$ cat src/rtl/omf_pkg.sv
// Package: constants and types of the mode and FIFO format control
package omf_pkg;

  // Register map
  localparam logic [7:0] OMF_ADDR_CTRL = 8'h45;
  localparam logic [15:0] OMF_CTRL_RESET = 16'h0000;
  localparam logic [15:0] OMF_CTRL_WMASK = 16'h07FF;

  // Field positions inside the control register
  localparam int OMF_OPSEL_LSB = 0;
  localparam int OMF_CONTENT_LSB = 4;
  localparam int OMF_GUARD_BIT = 8;
  localparam int OMF_MARKER_BIT = 9;
  localparam int OMF_AUTO_BIT = 10;

  // Operation select codes
  localparam logic [3:0] OMF_OP_STANDBY = 4'h0;
  localparam logic [3:0] OMF_OP_NEAR = 4'h1;
  localparam logic [3:0] OMF_OP_GESTURE = 4'h2;
  localparam logic [3:0] OMF_OP_SAMPLE = 4'h3;
  localparam logic [3:0] OMF_OP_IDLE = 4'hF;

  // FIFO content codes in proximity mode
  localparam logic [3:0] OMF_CONTENT_I = 4'h1;
  localparam logic [3:0] OMF_CONTENT_XYI = 4'h3;

  // Words (16 bit) per package for each layout
  localparam logic [2:0] OMF_WORDS_I = 3'h1;
  localparam logic [2:0] OMF_WORDS_XY = 3'h2;
  localparam logic [2:0] OMF_WORDS_XYI = 3'h3;
  localparam logic [2:0] OMF_WORDS_NONE = 3'h0;

  // Width of the free space count reported by the FIFO storage
  localparam int OMF_FREE_W = 8;

  typedef enum logic [1:0] {
    OMF_LAY_NONE = 2'h0,
    OMF_LAY_I = 2'h1,
    OMF_LAY_XY = 2'h2,
    OMF_LAY_XYI = 2'h3
  } omf_layout_t;

  typedef enum logic {
    OMF_PK_WAIT = 1'b0,
    OMF_PK_SEND = 1'b1
  } omf_pk_state_t;

  // Bit layout of the control register, msb first
  typedef struct packed {
    logic [4:0] reserved;
    logic auto_switch_from_near_detect;
    logic marker;
    logic guard;
    logic [3:0] content;
    logic [3:0] operation_select;
  } omf_ctrl_t;

  typedef struct packed {
    logic [15:0] x;
    logic [15:0] y;
    logic [15:0] i;
  } omf_meas_t;

  typedef struct packed {
    logic core_on;
    logic near_run;
    logic gesture_run;
    logic sample_run;
    logic bias_on;
  } omf_power_t;

endpackage

$ cat src/rtl/omf_ctrl.sv
// Operating mode register and FIFO package writer
//
// Behaviour
// - Select codes 0,1,3: standby, proximity, sample
// - Code 0xF idle: only bias follows setting
// - Proximity, content 1: intensity only, 2 bytes
// - Proximity, content 3: x, y, intensity
// - Proximity, other content: nothing written
// - Gesture code 2: always 4 bytes
// - Guard set: drop package lacking whole room
// - Marker set: first word LSB 1, others 0
// - Bit 10 enables proximity to sample switch
// - Content, guard, marker reset zero, read/write
// - Select field bits [3:0] at 0x45, resets zero
`timescale 1ns/1ps
module omf_ctrl
  import omf_pkg::*;
(
  input wire logic ref_clk,
  input wire logic rst_n,
  // Register port
  input wire logic [7:0] reg_addr,
  input wire logic reg_wr,
  input wire logic [15:0] reg_wdata,
  input wire logic reg_rd,
  output logic [15:0] reg_rdata,
  output logic reg_rvalid,
  // Measurement engine side
  input wire logic meas_valid,
  input wire omf_meas_t meas,
  input wire logic near_event,
  input wire logic bias_keep,
  output omf_power_t power,
  output logic mode_switched,
  // FIFO storage side
  input wire logic [OMF_FREE_W-1:0] fifo_free,
  output logic fifo_wr,
  output logic [15:0] fifo_wdata,
  output logic pkg_dropped,
  output logic pkg_busy
);

  omf_ctrl_t ctrl;
  omf_ctrl_t next_ctrl;
  omf_layout_t layout;
  logic [2:0] pkg_words;

  omf_pk_state_t state;
  omf_pk_state_t next_state;
  // Frozen copy of the package being sent
  omf_layout_t pk_layout;
  omf_meas_t pk_meas;
  logic [2:0] pk_len;
  logic [2:0] pk_idx;
  logic [2:0] next_idx;
  logic pk_marker;

  // Decode and handshake helpers
  logic wr_hit;
  logic auto_fire;
  logic room_ok;
  logic accept;
  logic start;
  logic last_word;
  logic first_word;

  // Word of a package at a given position for a given layout
  function automatic logic [15:0] pick_word(
    input omf_layout_t lay,
    input logic [2:0] idx,
    input omf_meas_t m
  );
    logic [15:0] w;
    w = m.i;
    unique case (lay)
      OMF_LAY_I: w = m.i;
      OMF_LAY_XY: begin
        // Two-word package: x leads, y follows
        if (idx == 3'h0) begin
          w = m.x;
        end else begin
          w = m.y;
        end
      end
      OMF_LAY_XYI: begin
        if (idx == 3'h0) begin
          w = m.x;
        end else if (idx == 3'h1) begin
          w = m.y;
        end else begin
          w = m.i;
        end
      end
      OMF_LAY_NONE: w = m.i;
    endcase
    return w;
  endfunction

  // Apply the package start marker to the lowest bit
  function automatic logic [15:0] mark_word(
    input logic [15:0] w,
    input logic en,
    input logic first
  );
    logic [15:0] r;
    r = w;
    if (en) begin
      r[0] = first;
    end
    return r;
  endfunction

  // Only the one control offset is mapped on this port
  function automatic logic is_ctrl_addr(
    input logic [7:0] a
  );
    return a == OMF_ADDR_CTRL;
  endfunction

  omf_mode_decode u_decode (
    .ctrl(ctrl),
    .bias_keep(bias_keep),
    .power(power),
    .layout(layout),
    .pkg_words(pkg_words)
  );

  // ---------------- Control register ----------------

  assign wr_hit = reg_wr && is_ctrl_addr(reg_addr);

  // Hardware switch only fires from proximity with the enable set
  assign auto_fire = ctrl.auto_switch_from_near_detect && near_event &&
                     (ctrl.operation_select == OMF_OP_NEAR);

  always_comb begin
    next_ctrl = ctrl;
    if (wr_hit) begin
      next_ctrl = omf_ctrl_t'(reg_wdata & OMF_CTRL_WMASK);
    end
    // The switch wins over a host write in the same cycle
    if (auto_fire) begin
      next_ctrl.operation_select = OMF_OP_SAMPLE;
    end
  end

  always_ff @(posedge ref_clk or negedge rst_n) begin
    if (!rst_n) begin
      ctrl <= omf_ctrl_t'(OMF_CTRL_RESET);
    end else begin
      ctrl <= next_ctrl;
    end
  end

  // Pulse tells the engine that the mode changed under it
  always_ff @(posedge ref_clk or negedge rst_n) begin
    if (!rst_n) begin
      mode_switched <= 1'b0;
    end else begin
      mode_switched <= auto_fire;
    end
  end

  // Read answer one cycle after the strobe
  always_ff @(posedge ref_clk or negedge rst_n) begin
    if (!rst_n) begin
      reg_rvalid <= 1'b0;
    end else begin
      reg_rvalid <= reg_rd;
    end
  end

  // Read data holds until the next read; unmapped offsets read zero
  always_ff @(posedge ref_clk or negedge rst_n) begin
    if (!rst_n) begin
      reg_rdata <= 16'h0000;
    end else if (reg_rd) begin
      if (is_ctrl_addr(reg_addr)) begin
        reg_rdata <= 16'(ctrl) & OMF_CTRL_WMASK;
      end else begin
        reg_rdata <= 16'h0000;
      end
    end
  end

  // ---------------- Package writer ----------------

  // Room is judged once per package, so a package is never split
  assign room_ok = !ctrl.guard ||
                   (fifo_free >= OMF_FREE_W'(pkg_words));

  // A sample arriving while a package is still being sent is lost:
  // the engine delivers at most one sample per few cycles.
  assign accept = meas_valid && (state == OMF_PK_WAIT) &&
                  (pkg_words != OMF_WORDS_NONE);

  // Only a sample that fits, or is unguarded, opens a package
  assign start = accept && room_ok;

  // Length is frozen, so the end cannot move in mid-package
  assign last_word = (pk_idx == pk_len - 3'h1);

  assign first_word = (pk_idx == 3'h0);

  always_comb begin
    next_state = state;
    unique case (state)
      OMF_PK_WAIT: begin
        if (start) begin
          next_state = OMF_PK_SEND;
        end
      end
      OMF_PK_SEND: begin
        if (last_word) begin
          next_state = OMF_PK_WAIT;
        end
      end
    endcase
  end

  always_ff @(posedge ref_clk or negedge rst_n) begin
    if (!rst_n) begin
      state <= OMF_PK_WAIT;
    end else begin
      state <= next_state;
    end
  end

  // Package format is frozen at acceptance; a host write in mid-package
  // only affects the next one
  always_ff @(posedge ref_clk or negedge rst_n) begin
    if (!rst_n) begin
      pk_layout <= OMF_LAY_NONE;
      pk_len <= OMF_WORDS_NONE;
    end else if (start) begin
      pk_layout <= layout;
      pk_len <= pkg_words;
    end
  end

  always_ff @(posedge ref_clk or negedge rst_n) begin
    if (!rst_n) begin
      pk_meas <= '0;
    end else if (start) begin
      pk_meas <= meas;
    end
  end

  always_ff @(posedge ref_clk or negedge rst_n) begin
    if (!rst_n) begin
      pk_marker <= 1'b0;
    end else if (start) begin
      pk_marker <= ctrl.marker;
    end
  end

  // Index restarts in every wait cycle, so each package opens at word 0
  always_comb begin
    next_idx = pk_idx + 3'h1;
    if (state == OMF_PK_WAIT) begin
      next_idx = 3'h0;
    end
  end

  always_ff @(posedge ref_clk or negedge rst_n) begin
    if (!rst_n) begin
      pk_idx <= 3'h0;
    end else begin
      pk_idx <= next_idx;
    end
  end

  always_ff @(posedge ref_clk or negedge rst_n) begin
    if (!rst_n) begin
      fifo_wr <= 1'b0;
    end else begin
      fifo_wr <= (state == OMF_PK_SEND);
    end
  end

  // Data is only loaded with a word, so it holds between packages
  always_ff @(posedge ref_clk or negedge rst_n) begin
    if (!rst_n) begin
      fifo_wdata <= 16'h0000;
    end else if (state == OMF_PK_SEND) begin
      fifo_wdata <= mark_word(pick_word(pk_layout, pk_idx, pk_meas),
                              pk_marker, first_word);
    end
  end

  // Whole package discarded when the guard finds too little room
  always_ff @(posedge ref_clk or negedge rst_n) begin
    if (!rst_n) begin
      pkg_dropped <= 1'b0;
    end else begin
      pkg_dropped <= accept && !room_ok;
    end
  end

  // New samples are ignored while this is high
  assign pkg_busy = (state == OMF_PK_SEND);

endmodule // omf_ctrl

$ cat src/rtl/omf_mode_decode.sv
// Decode of the operation select and content fields
`timescale 1ns/1ps
module omf_mode_decode
  import omf_pkg::*;
(
  input wire omf_ctrl_t ctrl,
  input wire logic bias_keep,
  output omf_power_t power,
  output omf_layout_t layout,
  output logic [2:0] pkg_words
);

  always_comb begin
    power = '0;
    layout = OMF_LAY_NONE;
    unique case (ctrl.operation_select)
      OMF_OP_STANDBY: begin
        power = '0;
      end
      OMF_OP_NEAR: begin
        power.core_on = 1'b1;
        power.near_run = 1'b1;
        power.bias_on = 1'b1;
        if (ctrl.content == OMF_CONTENT_I) begin
          layout = OMF_LAY_I;
        end else if (ctrl.content == OMF_CONTENT_XYI) begin
          layout = OMF_LAY_XYI;
        end else begin
          layout = OMF_LAY_NONE;
        end
      end
      OMF_OP_GESTURE: begin
        // Unused code still packs 4 bytes regardless of content
        power.core_on = 1'b1;
        power.gesture_run = 1'b1;
        power.bias_on = 1'b1;
        layout = OMF_LAY_XY;
      end
      OMF_OP_SAMPLE: begin
        power.core_on = 1'b1;
        power.sample_run = 1'b1;
        power.bias_on = 1'b1;
        layout = OMF_LAY_XYI;
      end
      OMF_OP_IDLE: begin
        // Only the bias follows its own setting, from bias_keep; all other power bits stay off
        power.bias_on = bias_keep;
      end
      default: begin
        power = '0;
        layout = OMF_LAY_NONE;
      end
    endcase
  end

  always_comb begin
    unique case (layout)
      OMF_LAY_NONE: pkg_words = OMF_WORDS_NONE;
      OMF_LAY_I: pkg_words = OMF_WORDS_I;
      OMF_LAY_XY: pkg_words = OMF_WORDS_XY;
      OMF_LAY_XYI: pkg_words = OMF_WORDS_XYI;
    endcase
  end

endmodule // omf_mode_decode

$ cat config.mk
export PLATFORM = sky130hd
export DESIGN_NAME = omf_ctrl
export DESIGN_NICKNAME = d
export VERILOG_FILES = /design/src/rtl/omf_pkg.sv /design/src/rtl/omf_ctrl.sv /design/src/rtl/omf_mode_decode.sv
export SDC_FILE = /design/constraint.sdc
export NUM_CORES = 1
export LEC_CHECK = 0
export BUFFER_PORTS_ARGS = -buffer_cell sky130_fd_sc_hd__buf_2
export CORE_MARGIN = 2
export CORE_UTILIZATION = 52
export CTS_CLUSTER_DIAMETER = 40
export CTS_CLUSTER_SIZE = 10
export DETAILED_ROUTE_END_ITERATION = 6
export GPL_ROUTABILITY_DRIVEN = 0
export GPL_TIMING_DRIVEN = 0
export PLACE_DENSITY = 0.9
export SETUP_SLACK_MARGIN = 0.1
export SYNTH_ARGS = -nofsm -noshare
export SYNTH_HDL_FRONTEND = slang
export SYNTH_SLANG_ARGS = --single-unit
export TNS_END_PERCENT = 30
$ cat constraint.sdc
create_clock -name ref_clk -period 3.8 [get_ports ref_clk]
set_input_delay 0.38 -clock ref_clk [delete_from_list [all_inputs] [get_ports ref_clk]]
set_output_delay 0.38 -clock ref_clk [all_outputs]
set_load 0.1 [all_outputs]
==> key figures <==
Critical path
  – Reg2reg path depth: 10
  – CP Cell Sequence: and4bb_2 > a21oi_1 > nor3_1 > inv_1 > ha_1 > or4b_1 > a211oi_4 > nor2_4 > buf_12 > mux2_4
  – Max FO, Critical Path: 10
  – Crit path buf inv count: 2
  – Crit path max-delay family: simple AND/OR/NAND/NOR gates
  – FF-to-FF setup slack: 0.69 ns
  – Reg2reg start: ctrl[0]$_DFFE_PN0P_
  – WS Path Type: reg -> reg
  – Max stage delay on crit path: 0.51 ns
  – Required @ worst endpoint: 4.05 ns
  – CP Capture Type: register
  – Max stage delay cell, worst path: or4b_1
  – R2R Path End: pk_marker$_DFFE_PN0P_
  – WP data arrival: approximately 3.4 ns
  – Startpoint types: register

Drt
  – DR vias/cell: 5.45
  – Via count: 3195
  – ANT nets after route: 0
  – DR DRC count: 0
  – Routed wire per std cell: 18.1 um
  – DRT Wirelength: 10600 um
  – 1st-iter DRT viols: 186
  – First-pass DRT Iterations: 4

STA
  – Layout Skew: between 0.009 and 0.01 ns
  – Fin. Hold Viols: 0
  – RSZ-0062 raised after global routing: no
  – Final period util: 0.819
  – Worst Hold Margin: 0.0411 ns
  – Crit path time final: 3.11 ns
  – Slew headroom: 0.543
  – Max Transition Viols Final: 0
  – FMAX: 321 MHz
  – Setup TNS: 0 ns
  – Final setup fails: 0
  – Worst slew pin tran: around 0.7 ns

Synthesis
  – Seq/Total Area, Yosys: 0.537
  – Synth unique cells: 44
  – Mapped Area: 4560 um2
  – Register bit total from synthesis: 98
  – Predominant post-synthesis flop cell: dfrtp_1
  – Yosys warns: 0
  – Asr flop ratio synth: 1.00
  – Post-Synthesis Cells: 339
  – Syn Area/Cell: 13.5 um2
  – Number of synthesized flops with an enable pin: 0

Cells and area
  – Fillcell total: between 600 and 700
  – Finished Layout Cells: 586
  – Ant diodes: 0
  – Area grow syn2layout: 21.3%
  – Final core occ: 0.641
  – Most common cell after layout, fill and taps aside: buf_2
  – Final net count: 566
  – Layout cell share with drive strength beyond 1: 0.456
  – Most frequent cells in the layout: buf_2 (118), dfrtp_1 (98), mux2_4 (50)

Global routing
  – First-pass GRT wire length: 17300 um
  – Gr usage total: 0.232
  – Vias in the first global route: roughly 3400
  – Total gr overflow: 0
  – Initial antenna violation count: 0
  – Pin count of the biggest net entering global routing: 55

Clock tree
  – Longest Clk Path Bufs: 2
  – Reg clk slew, reported paths: 0.10 ns
  – CTS root buf: clkbuf_8
  – CTS tree: built
  – Hold-fix buffer count after cts: 0
  – Clock sinks: 98
  – CTS Buf Count: 9
  – Post-CTS Setup Inserts: 0
  – Worst-skew pair later-pin latency: 0.37 ns
  – Cells resized by post-CTS repair: 0
  – Htree depth: 3

Die
  – Die Y: 97.7 um
  – DIE AREA: 9540 um2
  – Initial core utilization: 0.529
  – Die outline width: 97.7 um
  – Ports: 129
  – CORE AREA: 8640 um2
  – Rows: 34

Placed design
  – Cells after DPL: 570
  – DP Wirelength: 7800 um
  – Port-buffer cells: 118

Min path
  – HP Class: in -> async

Job
  – Maxcap violations: 0

Status
  – Status: finished, final reports clean

Pwr
  – Power Density: 702 nW/um2
  – Leak Pwr: 2.80 nW
  – IR drop worst, VDD: 0.244 mV
==> cell usage after synthesis, types with 3 or more instances <==
| cell | count | area, um2 |
|---|---|---|
| dfrtp_1 | 98 | 2450 |
| mux2_4 | 50 | 751 |
| nand2_1 | 23 | 86.3 |
| o21ai_0 | 17 | 85.1 |
| nor2_1 | 15 | 56.3 |
| clkbuf_1 | 14 | 52.6 |
| a22o_1 | 11 | 96.3 |
| nor2b_1 | 11 | 68.8 |
| inv_1 | 10 | 37.5 |
| a221o_1 | 9 | 90.1 |
| mux2_2 | 9 | 101 |
| a211oi_1 | 6 | 45.0 |
| ha_1 | 6 | 75.1 |
| o221a_2 | 6 | 67.6 |
| buf_12 | 5 | 100 |
| buf_4 | 5 | 37.5 |
| mux2i_1 | 4 | 40.0 |
| a21oi_1 | 3 | 15.0 |
| and3_1 | 3 | 18.8 |
| nand2b_1 | 3 | 18.8 |
| xnor2_1 | 3 | 26.3 |
==> report_power, final <==
part / internal, W / switching [W] / total (W)
combinational: 0.000575 / 0.00108 / 0.00166
sequential: 0.00134 / 0.000197 / 0.00153
clock: 0.000324 / 0.000369 / 0.000692
total: 0.00224 / 0.00165 / 0.00388
==> kinds of logic (layout without fill, tap and decap cells) <==
kind of cell	after synthesis	after routing	share of synthesized area
AND/OR/NAND/NOR	71	71	0.0828
buffers and inverters	35	170	0.0510
other	1	5	0.000822
multiplexers	63	63	0.195
XOR/XNOR	4	4	0.00768
adder cells (fa/ha/maj)	6	6	0.0164
flip-flops	98	98	0.537
AO/OA/AOI/OAI	61	61	0.109
==> routing by layer <==
layer	routed length (um)	vias to the layer above	share of wire	track usage
met5	0	-	0	0
met1	4420	1596	0.42	0.299
met2	5300	115	0.50	0.377
met3	583	22	0.055	0.0547
met4	305	0	0.029	0.100
li1	-	1462	-	-
==> sequential cells by signal, summed over array words and instances (netlist names) <==
signal / cells
pkg_busy: 1
fifo_wdata: 16
pk_idx: 3
pk_len: 2
mode_switched: 1
reg_rdata: 11
reg_rvalid: 1
ctrl: 11
pk_meas: 48
fifo_wr: 1
pk_marker: 1
pk_layout: 1
pkg_dropped: 1
==> area by class of cell <==
cell class | instances | area, um2 | area share
well taps | 108 | 135 | 0.0244
clock inverters | 6 | 65.1 | 0.0118
flip-flops and latches | 98 | 2450 | 0.443
repair buffers | 119 | 613 | 0.111
multi-input cells | 210 | 1900 | 0.343
inverters | 10 | 37.5 | 0.00678
clock buffers | 10 | 138 | 0.0249
plain buffers | 25 | 195 | 0.0353
==> per-stage QoR <==
step / cell area [um2] / power [W] / setup slack [ns]
floorplan: 4590 / 0.00282 / 1.01
global placement: 5310 / 0.00312 / 0.773
detailed placement: 5330 / 0.00319 / 0.677
CTS: 5540 / 0.00389 / 0.664
global route: 5540 / 0.00406 / 0.560
finish: 5540 / 0.00388 / 0.686
==> worst max-delay path by stage <==
stage / end / slack [ns] / startpoint / cells after the start
after floorplan: ctrl[2]$_DFFE_PN0P_ / 1.01 / ctrl[3]$_DFFE_PN0P_ / 5
after global placement: pk_meas[11]$_DFFE_PN0P_ / 0.77 / ctrl[0]$_DFFE_PN0P_ / 10
after detailed placement: pk_marker$_DFFE_PN0P_ / 0.68 / ctrl[0]$_DFFE_PN0P_ / 10
after CTS: pk_marker$_DFFE_PN0P_ / 0.66 / ctrl[0]$_DFFE_PN0P_ / 10
after global routing: pk_marker$_DFFE_PN0P_ / 0.56 / ctrl[0]$_DFFE_PN0P_ / 10
final: pk_marker$_DFFE_PN0P_ / 0.69 / ctrl[0]$_DFFE_PN0P_ / 10
Note: power is estimated with default switching activity, not from simulation.
